--- config.mk ---
export PLATFORM = sky130hd
export DESIGN_NAME = pcie_stream_perf_monitor
export DESIGN_NICKNAME = d
export VERILOG_FILES = /design/src/design/perf_monitor_pkg.sv /design/src/design/pcie_stream_perf_monitor.sv
export SDC_FILE = /design/constraint.sdc
export NUM_CORES = 1
export LEC_CHECK = 0
export ABC_AREA = 1
export BUFFER_PORTS_ARGS = -buffer_cell sky130_fd_sc_hd__buf_2
export CORE_ASPECT_RATIO = 1.4
export CORE_MARGIN = 1
export CORE_UTILIZATION = 50
export DETAILED_ROUTE_END_ITERATION = 8
export PLACE_DENSITY = 0.77
export SLEW_MARGIN = 20
export SYNTH_ARGS = -nofsm -noshare
export SYNTH_HDL_FRONTEND = slang
export SYNTH_SLANG_ARGS = --single-unit
--- constraint.sdc ---
create_clock -name mclk -period 6.7 [get_ports mclk]
set_input_delay 1.675 -clock mclk [delete_from_list [all_inputs] [get_ports mclk]]
set_output_delay 1.675 -clock mclk [all_outputs]
set_load 0.005 [all_outputs]
--- src/design/perf_monitor_pkg.sv ---
// shared constants and carriers for the stream traffic monitor
package perf_monitor_pkg;

  localparam int DATA_W = 128;
  localparam int BEAT_BYTES = DATA_W / 8;
  localparam int COUNT_W = 32;
  localparam int INDEX_W = 2;
  localparam int CLK_MHZ = 25;
  // snapshot interval in milliseconds, cycles derived from the clock rate
  localparam int INTERVAL_MS = 1000;
  localparam int INTERVAL_CYCLES = INTERVAL_MS * CLK_MHZ * 1000;
  localparam int DISCONTINUE_BIT = 3;
  localparam int TUSER_W = 22;

  // header field positions in the first 128-bit beat
  localparam int HDR_FMT_MSB = 30;
  localparam int HDR_FMT_LSB = 29;
  localparam int HDR_TYPE_MSB = 28;
  localparam int HDR_TYPE_LSB = 24;
  localparam int HDR_LEN_MSB = 9;
  localparam int HDR_LEN_LSB = 0;
  localparam int LEN_W = 10;

  localparam logic [4:0] TYPE_MEM = 5'h00;
  localparam logic [4:0] TYPE_CPL = 5'h0A;
  localparam logic [COUNT_W-1:0] COUNT_RESET = 32'h0000_0000;
  localparam logic [INDEX_W-1:0] INDEX_RESET = 2'h0;

  typedef struct packed {
    logic [DATA_W-1:0] tdata;
    logic tlast;
    logic tvalid;
    logic tready;
    logic discontinue;
  } stream_tap_type;

  typedef struct packed {
    logic [COUNT_W-1:0] tx_bytes;
    logic [COUNT_W-1:0] rx_bytes;
    logic [COUNT_W-1:0] tx_payload;
    logic [COUNT_W-1:0] rx_payload;
  } counts_type;

endpackage : perf_monitor_pkg

--- src/design/pcie_stream_perf_monitor.sv ---
// passive byte counters on both pcie streams with periodic snapshots
//
// Contract
// - observe both 128-bit streams, one clock
// - beat counts only when valid and ready
// - outbound raw count adds every transmit beat
// - inbound raw count adds every receive beat
// - outbound payload: memory writes and data completions
// - inbound payload: memory writes and data completions
// - packet start is first beat after tlast
// - four reported counts are 32 bits
// - counts in words, low bits hold index
// - index steps 00,01,10,11 each second
// - timer expiry loads new counts into outputs
// - pure user payload is not computed
// - snapshots exposed for periodic software reads
`timescale 1ns/10ps

module pcie_stream_perf_monitor
  import perf_monitor_pkg::*;
#(
  parameter int INTERVAL_LEN = INTERVAL_CYCLES
) (
  input wire logic mclk,
  input wire logic nrst,
  input wire logic [DATA_W-1:0] s_axis_tx_tdata,
  input wire logic s_axis_tx_tlast,
  input wire logic s_axis_tx_tvalid,
  input wire logic [TUSER_W-1:0] s_axis_tx_tuser,
  input wire logic s_axis_tx_tready,
  input wire logic [DATA_W-1:0] m_axis_rx_tdata,
  input wire logic m_axis_rx_tlast,
  input wire logic m_axis_rx_tvalid,
  input wire logic m_axis_rx_tready,
  output logic [COUNT_W-1:0] tx_byte_count,
  output logic [COUNT_W-1:0] rx_byte_count,
  output logic [COUNT_W-1:0] tx_payload_count,
  output logic [COUNT_W-1:0] rx_payload_count
);

  ////////////////////////////////////////////////////////////////////////////
  // header decoding, shared by both directions

  // payload bytes of a tlp whose first beat is hdr; zero if not counted
  function automatic logic [COUNT_W-1:0] payload_bytes(
    input logic [DATA_W-1:0] hdr,
    input logic need_data
  );
    logic [1:0] fmt;
    logic [4:0] typ;
    logic [LEN_W-1:0] len;
    logic has_data;
    logic [LEN_W:0] dw;
    fmt = hdr[HDR_FMT_MSB:HDR_FMT_LSB];
    typ = hdr[HDR_TYPE_MSB:HDR_TYPE_LSB];
    len = hdr[HDR_LEN_MSB:HDR_LEN_LSB];
    has_data = fmt[1];
    // a zero length field encodes 1024 doublewords
    dw = (len == '0) ? {1'b1, {LEN_W{1'b0}}} : {1'b0, len};
    payload_bytes = COUNT_RESET;
    if (has_data && (typ == TYPE_MEM || (typ == TYPE_CPL && need_data))) begin
      payload_bytes = COUNT_W'({dw, 2'b00});
    end
  endfunction : payload_bytes

  ////////////////////////////////////////////////////////////////////////////
  // stream taps

  stream_tap_type tap [2];
  logic [1:0] beat;
  logic [1:0] sop;
  logic [1:0] in_pkt_q;
  logic [1:0] in_pkt_d;
  logic [COUNT_W-1:0] pay_add [2];

  assign tap[0] = '{tdata: s_axis_tx_tdata, tlast: s_axis_tx_tlast,
                    tvalid: s_axis_tx_tvalid, tready: s_axis_tx_tready,
                    discontinue: s_axis_tx_tuser[DISCONTINUE_BIT]};
  assign tap[1] = '{tdata: m_axis_rx_tdata, tlast: m_axis_rx_tlast,
                    tvalid: m_axis_rx_tvalid, tready: m_axis_rx_tready,
                    discontinue: 1'b0};

  genvar g;
  generate
    for (g = 0; g < 2; g++) begin : g_dir
      // transfer only with both handshake lines
      assign beat[g] = tap[g].tvalid && tap[g].tready;
      // start is the first beat outside a packet
      assign sop[g] = beat[g] && !in_pkt_q[g];
      // decode header on the first beat
      // tx and rx both take only completions with data
      assign pay_add[g] = sop[g] ? payload_bytes(tap[g].tdata, 1'b1)
                                 : COUNT_RESET;
      // tlast only taken on an accepted beat
      // a discontinue ends the packet with tlast
      assign in_pkt_d[g] = beat[g] ? !(tap[g].tlast || tap[g].discontinue)
                                   : in_pkt_q[g];
    end
  endgenerate

  // one process owns both packet-state bits, no split drivers
  always_ff @(posedge mclk or negedge nrst) begin
    if (!nrst) begin
      in_pkt_q <= 2'h0;
    end else begin
      in_pkt_q <= in_pkt_d;
    end
  end

  ////////////////////////////////////////////////////////////////////////////
  // interval timer and sample index

  logic [31:0] timer_q;
  logic tick;
  logic [INDEX_W-1:0] index_q;

  assign tick = (timer_q == 32'(INTERVAL_LEN - 1));

  always_ff @(posedge mclk or negedge nrst) begin
    if (!nrst) begin
      timer_q <= COUNT_RESET;
    end else begin
      timer_q <= tick ? COUNT_RESET : timer_q + 32'h0000_0001;
    end
  end

  always_ff @(posedge mclk or negedge nrst) begin
    if (!nrst) begin
      index_q <= INDEX_RESET;
    end else if (tick) begin
      index_q <= index_q + 2'h1;
    end
  end

  ////////////////////////////////////////////////////////////////////////////
  // accumulators and snapshots

  counts_type acc_q;
  counts_type acc_d;
  counts_type add;
  counts_type snap_q;
  counts_type snap_d;
  logic [COUNT_W-1:0] beat_bytes_tx;
  logic [COUNT_W-1:0] beat_bytes_rx;

  // every accepted beat adds its full width
  assign beat_bytes_tx = beat[0] ? COUNT_W'(BEAT_BYTES) : COUNT_RESET;
  assign beat_bytes_rx = beat[1] ? COUNT_W'(BEAT_BYTES) : COUNT_RESET;
  // only tlp payload, never user payload
  assign add = '{tx_bytes: beat_bytes_tx, rx_bytes: beat_bytes_rx,
                 tx_payload: pay_add[0], rx_payload: pay_add[1]};

  // restart from this cycle's bytes on the snapshot
  assign acc_d = tick ? add
                      : '{tx_bytes: acc_q.tx_bytes + add.tx_bytes,
                          rx_bytes: acc_q.rx_bytes + add.rx_bytes,
                          tx_payload: acc_q.tx_payload + add.tx_payload,
                          rx_payload: acc_q.rx_payload + add.rx_payload};

  // word resolution, low bits carry the new index
  assign snap_d = '{
    tx_bytes: {acc_q.tx_bytes[COUNT_W-1:INDEX_W], index_q + 2'h1},
    rx_bytes: {acc_q.rx_bytes[COUNT_W-1:INDEX_W], index_q + 2'h1},
    tx_payload: {acc_q.tx_payload[COUNT_W-1:INDEX_W], index_q + 2'h1},
    rx_payload: {acc_q.rx_payload[COUNT_W-1:INDEX_W], index_q + 2'h1}};

  always_ff @(posedge mclk or negedge nrst) begin
    if (!nrst) begin
      acc_q <= '0;
    end else begin
      acc_q <= acc_d;
    end
  end

  // snapshot replaced only on timer expiry
  always_ff @(posedge mclk or negedge nrst) begin
    if (!nrst) begin
      snap_q <= '0;
    end else if (tick) begin
      snap_q <= snap_d;
    end
  end

  assign tx_byte_count = snap_q.tx_bytes;
  assign rx_byte_count = snap_q.rx_bytes;
  assign tx_payload_count = snap_q.tx_payload;
  assign rx_payload_count = snap_q.rx_payload;
endmodule : pcie_stream_perf_monitor

# Word level (Yosys, flattened, before mapping)
# Index checks and enable logic that the tools add are counted.
[word_totals]
mem_count = 0
word_cells = 48
ram_bits = 0
regBits = 292
latchBits = 0
rom_bits = 0
[op_classes]
n_mux = 10
addsub = 6
bitwise_logic = 0
n_eq_ne = 3
n_lt_le_gt_ge = 0
multipliers = 0
shift = 0
n_reduce_logical = 17
div = 0
[ops]
columns = ["operator", "count"]
rows = [
  ["2-to-1 mux 128 bit", 1],
  ["adder 32 x 13 -> 32 bit", 2],
  ["adder 32 x 5 -> 32 bit", 2],
  ["2-to-1 mux 13 bit", 4],
  ["adder 32 x 1 -> 32 bit, second input constant", 1],
  ["== test 32 x 25 -> 1 bit, second input constant", 1],
  ["2-to-1 mux 32 bit", 1],
  ["2-to-1 mux 11 bit", 2],
  ["zero test 10 bit", 2],
  ["== test 5 x 4 -> 1 bit, second input constant", 2],
  ["zero test 5 bit", 2],
  ["2-to-1 mux 5 bit", 2],
  ["logical AND 1 bit", 6],
  ["zero test 1 bit", 4],
  ["logical OR 1 bit", 3],
  ["adder 2 x 1 -> 2 bit, second input constant", 1],
]

# Depth between registers and ports, before layout
[logic_depth]
word_depth = 7
mapped_depth = 19

# Worst setup path before layout
# Ideal clock, no wire load.
[synth_path]
kind = "input-to-reg"
startpoint = "in m_axis_rx_tvalid"
endpoint = "reg acc_q[24] (netlist bit)"
slack_ps = 2774
cell_stages = 19
t_arrival_ps = 3809
cell_sequence = "nand2_1 -> nor2_1 -> inv_1 -> nor2_1 -> nand2_1 -> nor2_1 -> ha_1 -> inv_1 -> fa_1 -> inv_1 -> nand3_1 -> nand3_1 -> nand2_1 -> nand2_1 -> nand2_1 -> nand2_1 -> nand2_1 -> nor2_1 -> nor2_1"
[synth_rtl]
columns = ["item", "line", "rtl"]
rows = [
  ["start: declaration", "pcie_stream_perf_monitor.sv:33", "input wire logic m_axis_rx_tvalid,"],
  ["end signal: assignment", "pcie_stream_perf_monitor.sv:169", "acc_q <= '0;"],
  ["end signal: assignment", "pcie_stream_perf_monitor.sv:171", "acc_q <= acc_d;"],
  ["end: declaration", "pcie_stream_perf_monitor.sv:138", "counts_type acc_q;"],
]

==> impl_metrics.env <==
export IMPL_synth_distinct_cells=37
export IMPL_core_sq_um=28600
export IMPL_regToRegSetupSlack_ps=3240
export IMPL_fp_row_count=73
export IMPL_drv_cap=0
export IMPL_fmax_mhz=230
export IMPL_syn_area_sq_um=14600
export IMPL_die_h_um=204
export IMPL_worst_hold_path_num_cells=2
export IMPL_die_w_um=146
export IMPL_yosys_top_cells_count="nand2_1, inv_1, dfrtp_1"
export IMPL_cts_tree="built"
export IMPL_hp_class="register to register"
export IMPL_ys_flop_type="dfrtp_1"
export IMPL_vdd_ir_drop_max_v=0.000162
export IMPL_whs_ps=474
export IMPL_initial_core_util_pct=51.1
export IMPL_fill_cells=2655
export IMPL_p_leak_nw=8.99
export IMPL_ys_ff_latch=268
export IMPL_skew_ps=12.0
export IMPL_gr_total_overflow=0
export IMPL_multi_input_area_sq_um=6500
export IMPL_seq_area_sq_um=6710
export IMPL_globalplace_congestion=0.972
export IMPL_drc=0
export IMPL_wl_mm=38.8
export IMPL_grt_pass1_vias=12600
export IMPL_critPathLaunchType="input port"
export IMPL_clock_latency_ps=550
export IMPL_post_drt_wl_per_cell_um=15.4
export IMPL_synth_area_leaders="dfrtp_1, nand2_1, inv_1, nor2_1, nand3_1"
export IMPL_hold_viol_final=0
export IMPL_boundaryPins=414
export IMPL_worst_pin_slew_ps=955
export IMPL_final_net_count=2449
export IMPL_cts_resized=0
export IMPL_async_flop_share_pct=100
export IMPL_grt_use_total_pct=26.5
export IMPL_arrival_ps=4830
export IMPL_vias_per_cell=5.14
export IMPL_drv_slew=0
export IMPL_pwr_share_seq_pct=49.8
export IMPL_h_tree_depth=1
export IMPL_clk_path_buf_depth=3
export IMPL_power_share_clock_pct=43.1
export IMPL_switchingPower_mw=0.855
export IMPL_clk_pin_slew_ps=70
export IMPL_drive_above_1_share_pct=12.0
export IMPL_cp_max_fo=6
export IMPL_post_dp_cell_area_sq_um=15600
export IMPL_post_route_cell_area_sq_um=16500
export IMPL_yosysMostFrequentCell="nand2_1"
export IMPL_rsz0062_at_grt="false"
export IMPL_ant_nets=0
export IMPL_die_area_sq_um=29900
export IMPL_crit_path_end_kind="register"
export IMPL_dr_pass1_iters=5
export IMPL_grt_pass1_wl_mm=63.3
export IMPL_utilization_pct=57.7
export IMPL_critPathKind="input port to register"
export IMPL_antenna_found_initial=1
export IMPL_syn_avg_cell_area_sq_um=7.37
export IMPL_status="finished, final reports clean"
export IMPL_r2r_end="tx_payload_count[9]"
export IMPL_finalCritPeriodShare_pct=65.0
export IMPL_setup_viol=0
export IMPL_vias=13000
export IMPL_cts_sinks=268
export IMPL_yosys_area_top_type="dfrtp_1"
export IMPL_min_period_ps=4350
export IMPL_sw_frac_of_total_pct=24.6
export IMPL_reg2reg_from="timer_q[29]"
export IMPL_required_ps=7180
export IMPL_p_int_mw=2.62
export IMPL_area_growth_pct=12.8
export IMPL_syn_inst=1984
export IMPL_cts_hold_buffers=0
export IMPL_drtIter0Drc=817
export IMPL_cts_root_buf="clkbuf_16"
export IMPL_min_to="rx_byte_count[26]"
export IMPL_r2r_cells=10
export IMPL_hold_start="rx_byte_count[26]"
export IMPL_power_frac_comb_pct=7.2
export IMPL_final_setup_tns_ps=0
export IMPL_power_per_cell_area_nw_per_um2=211
export IMPL_numCtsBuffers=27
export IMPL_yosysTopAreaCellShare_pct=45.9
export IMPL_post_cts_buffers=0
export IMPL_dp_hpwl_mm=29.0
export IMPL_yosysWarnings=0
export IMPL_yosysSeqAreaShare_pct=45.9
export IMPL_synth_edf_count=0
export IMPL_power_total_mw=3.47
export IMPL_io_buffers=164
export IMPL_grt_max_degree=144
export IMPL_slew_headroom_pct=36.2
worst max-delay path, cell delays in order:
cell     delay (ps)
buf_2           120
nand2_1         200
nor2_1          360
inv_1           150
nor2_1          210
nand2_1         200
nor2_1          150
ha_1            230
inv_1            70
fa_1            420
inv_1           100
nand3_1          70
nand3_1         160
nand3_1         100
nand3_1         210
nand2_1         180
nand2_1          90
nand2_1          50
nor2_1           90
how the worst max path moves through the flow:
| stage | startpoint | endpoint | slack, ps | depth (start not counted) |
|---|---|---|---|---|
| after global routing | m_axis_rx_tvalid | acc_q[18] | 2080 | 19 |
| after detailed placement | m_axis_rx_tvalid | acc_q[18] | 1840 | 18 |
| final | m_axis_rx_tvalid | acc_q[18] | 2350 | 19 |
| after global placement | m_axis_rx_tvalid | acc_q[18] | 1880 | 19 |
| after floorplan | m_axis_rx_tvalid | acc_q[24] | 2770 | 19 |
| after CTS | m_axis_rx_tvalid | acc_q[18] | 2410 | 19 |
power groups by stage:
stage | Clock [mW] | Combinational [mW] | Sequential [mW]
5_1_grt | 1.59 | 0.285 | 1.73
3_3_place_gp | 0 | 0.243 | 1.76
4_1_cts | 1.53 | 0.252 | 1.73
3_5_place_dp | 0 | 0.250 | 1.76
2_1_floorplan | 0 | 0.162 | 1.74
6_report | 1.49 | 0.249 | 1.73
metrics by stage:
stage                     worst slack (ps)  instances
final                                 2350       2529
after global routing                  2080       2528
after CTS                             2410       2528
after detailed placement              1840       2480
after global placement                1880       2480
after floorplan                       2770       1987
flip-flops by register name (all words and copies together) (netlist names):
name,flops
acc_q,116
in_pkt_q,2
rx_byte_count,30
rx_payload_count,30
timer_q,32
tx_byte_count,28
tx_payload_count,30
cell usage in the layout (no fill, tap or decap), types with 2 or more instances in the layout:
cell type    n
clkbuf_16   27
o21ai_0     23
a21oi_1     32
nand3b_1     3
buf_2      163
nor2_4       3
and2_1       3
or2_2        3
inv_1      272
clkbuf_8     7
xnor2_1     10
xor2_1      52
nand3_2      2
nor3_1      55
nand3_1    115
inv_2        2
nor3_2       5
nand2_1    644
conb_1       4
buf_4        5
and3_1       3
ha_1        27
clkinv_2     8
o21ai_2     12
a21boi_0     2
fa_1         2
nand2_2     14
nand4_1     34
o21ai_1     81
dfrtp_1    268
clkbuf_1     3
nor2_1     256
layer usage:
layer / wire length, um / track usage, % / vias up / part of all wire, %
li1: - / - / 6450 / -
met1: 16700 / 34.3 / 6114 / 43
met2: 18800 / 45.5 / 341 / 49
met3: 1970 / 3.04 / 87 / 5.1
met4: 1310 / 10.1 / 0 / 3.4
met5: 0 / 0 / - / 0
cell type report:
type | instances | area share (%)
diodes | 1 | 0.0152
clock buffers | 37 | 4.75
clock inverters | 11 | 0.524
inverters | 275 | 6.26
multi-input cells | 1391 | 39.5
flip-flops and latches | 268 | 40.7
well taps | 375 | 2.85
repair buffers | 171 | 5.46
logic make-up (layout without fill, tap and decap cells):
logic type / count (synthesis) / after routing / share of synthesized area [%]
flops: 268 / 268 / 45.9
compound gates: 152 / 152 / 5.57
xor+xnor: 62 / 62 / 3.72
other cells: 1 / 5 / 0.0257
buf+inv: 328 / 494 / 9.74
fa+ha+maj: 29 / 29 / 2.59
simple gates: 1144 / 1144 / 32.5
Power figures use the tool's default switching activity.
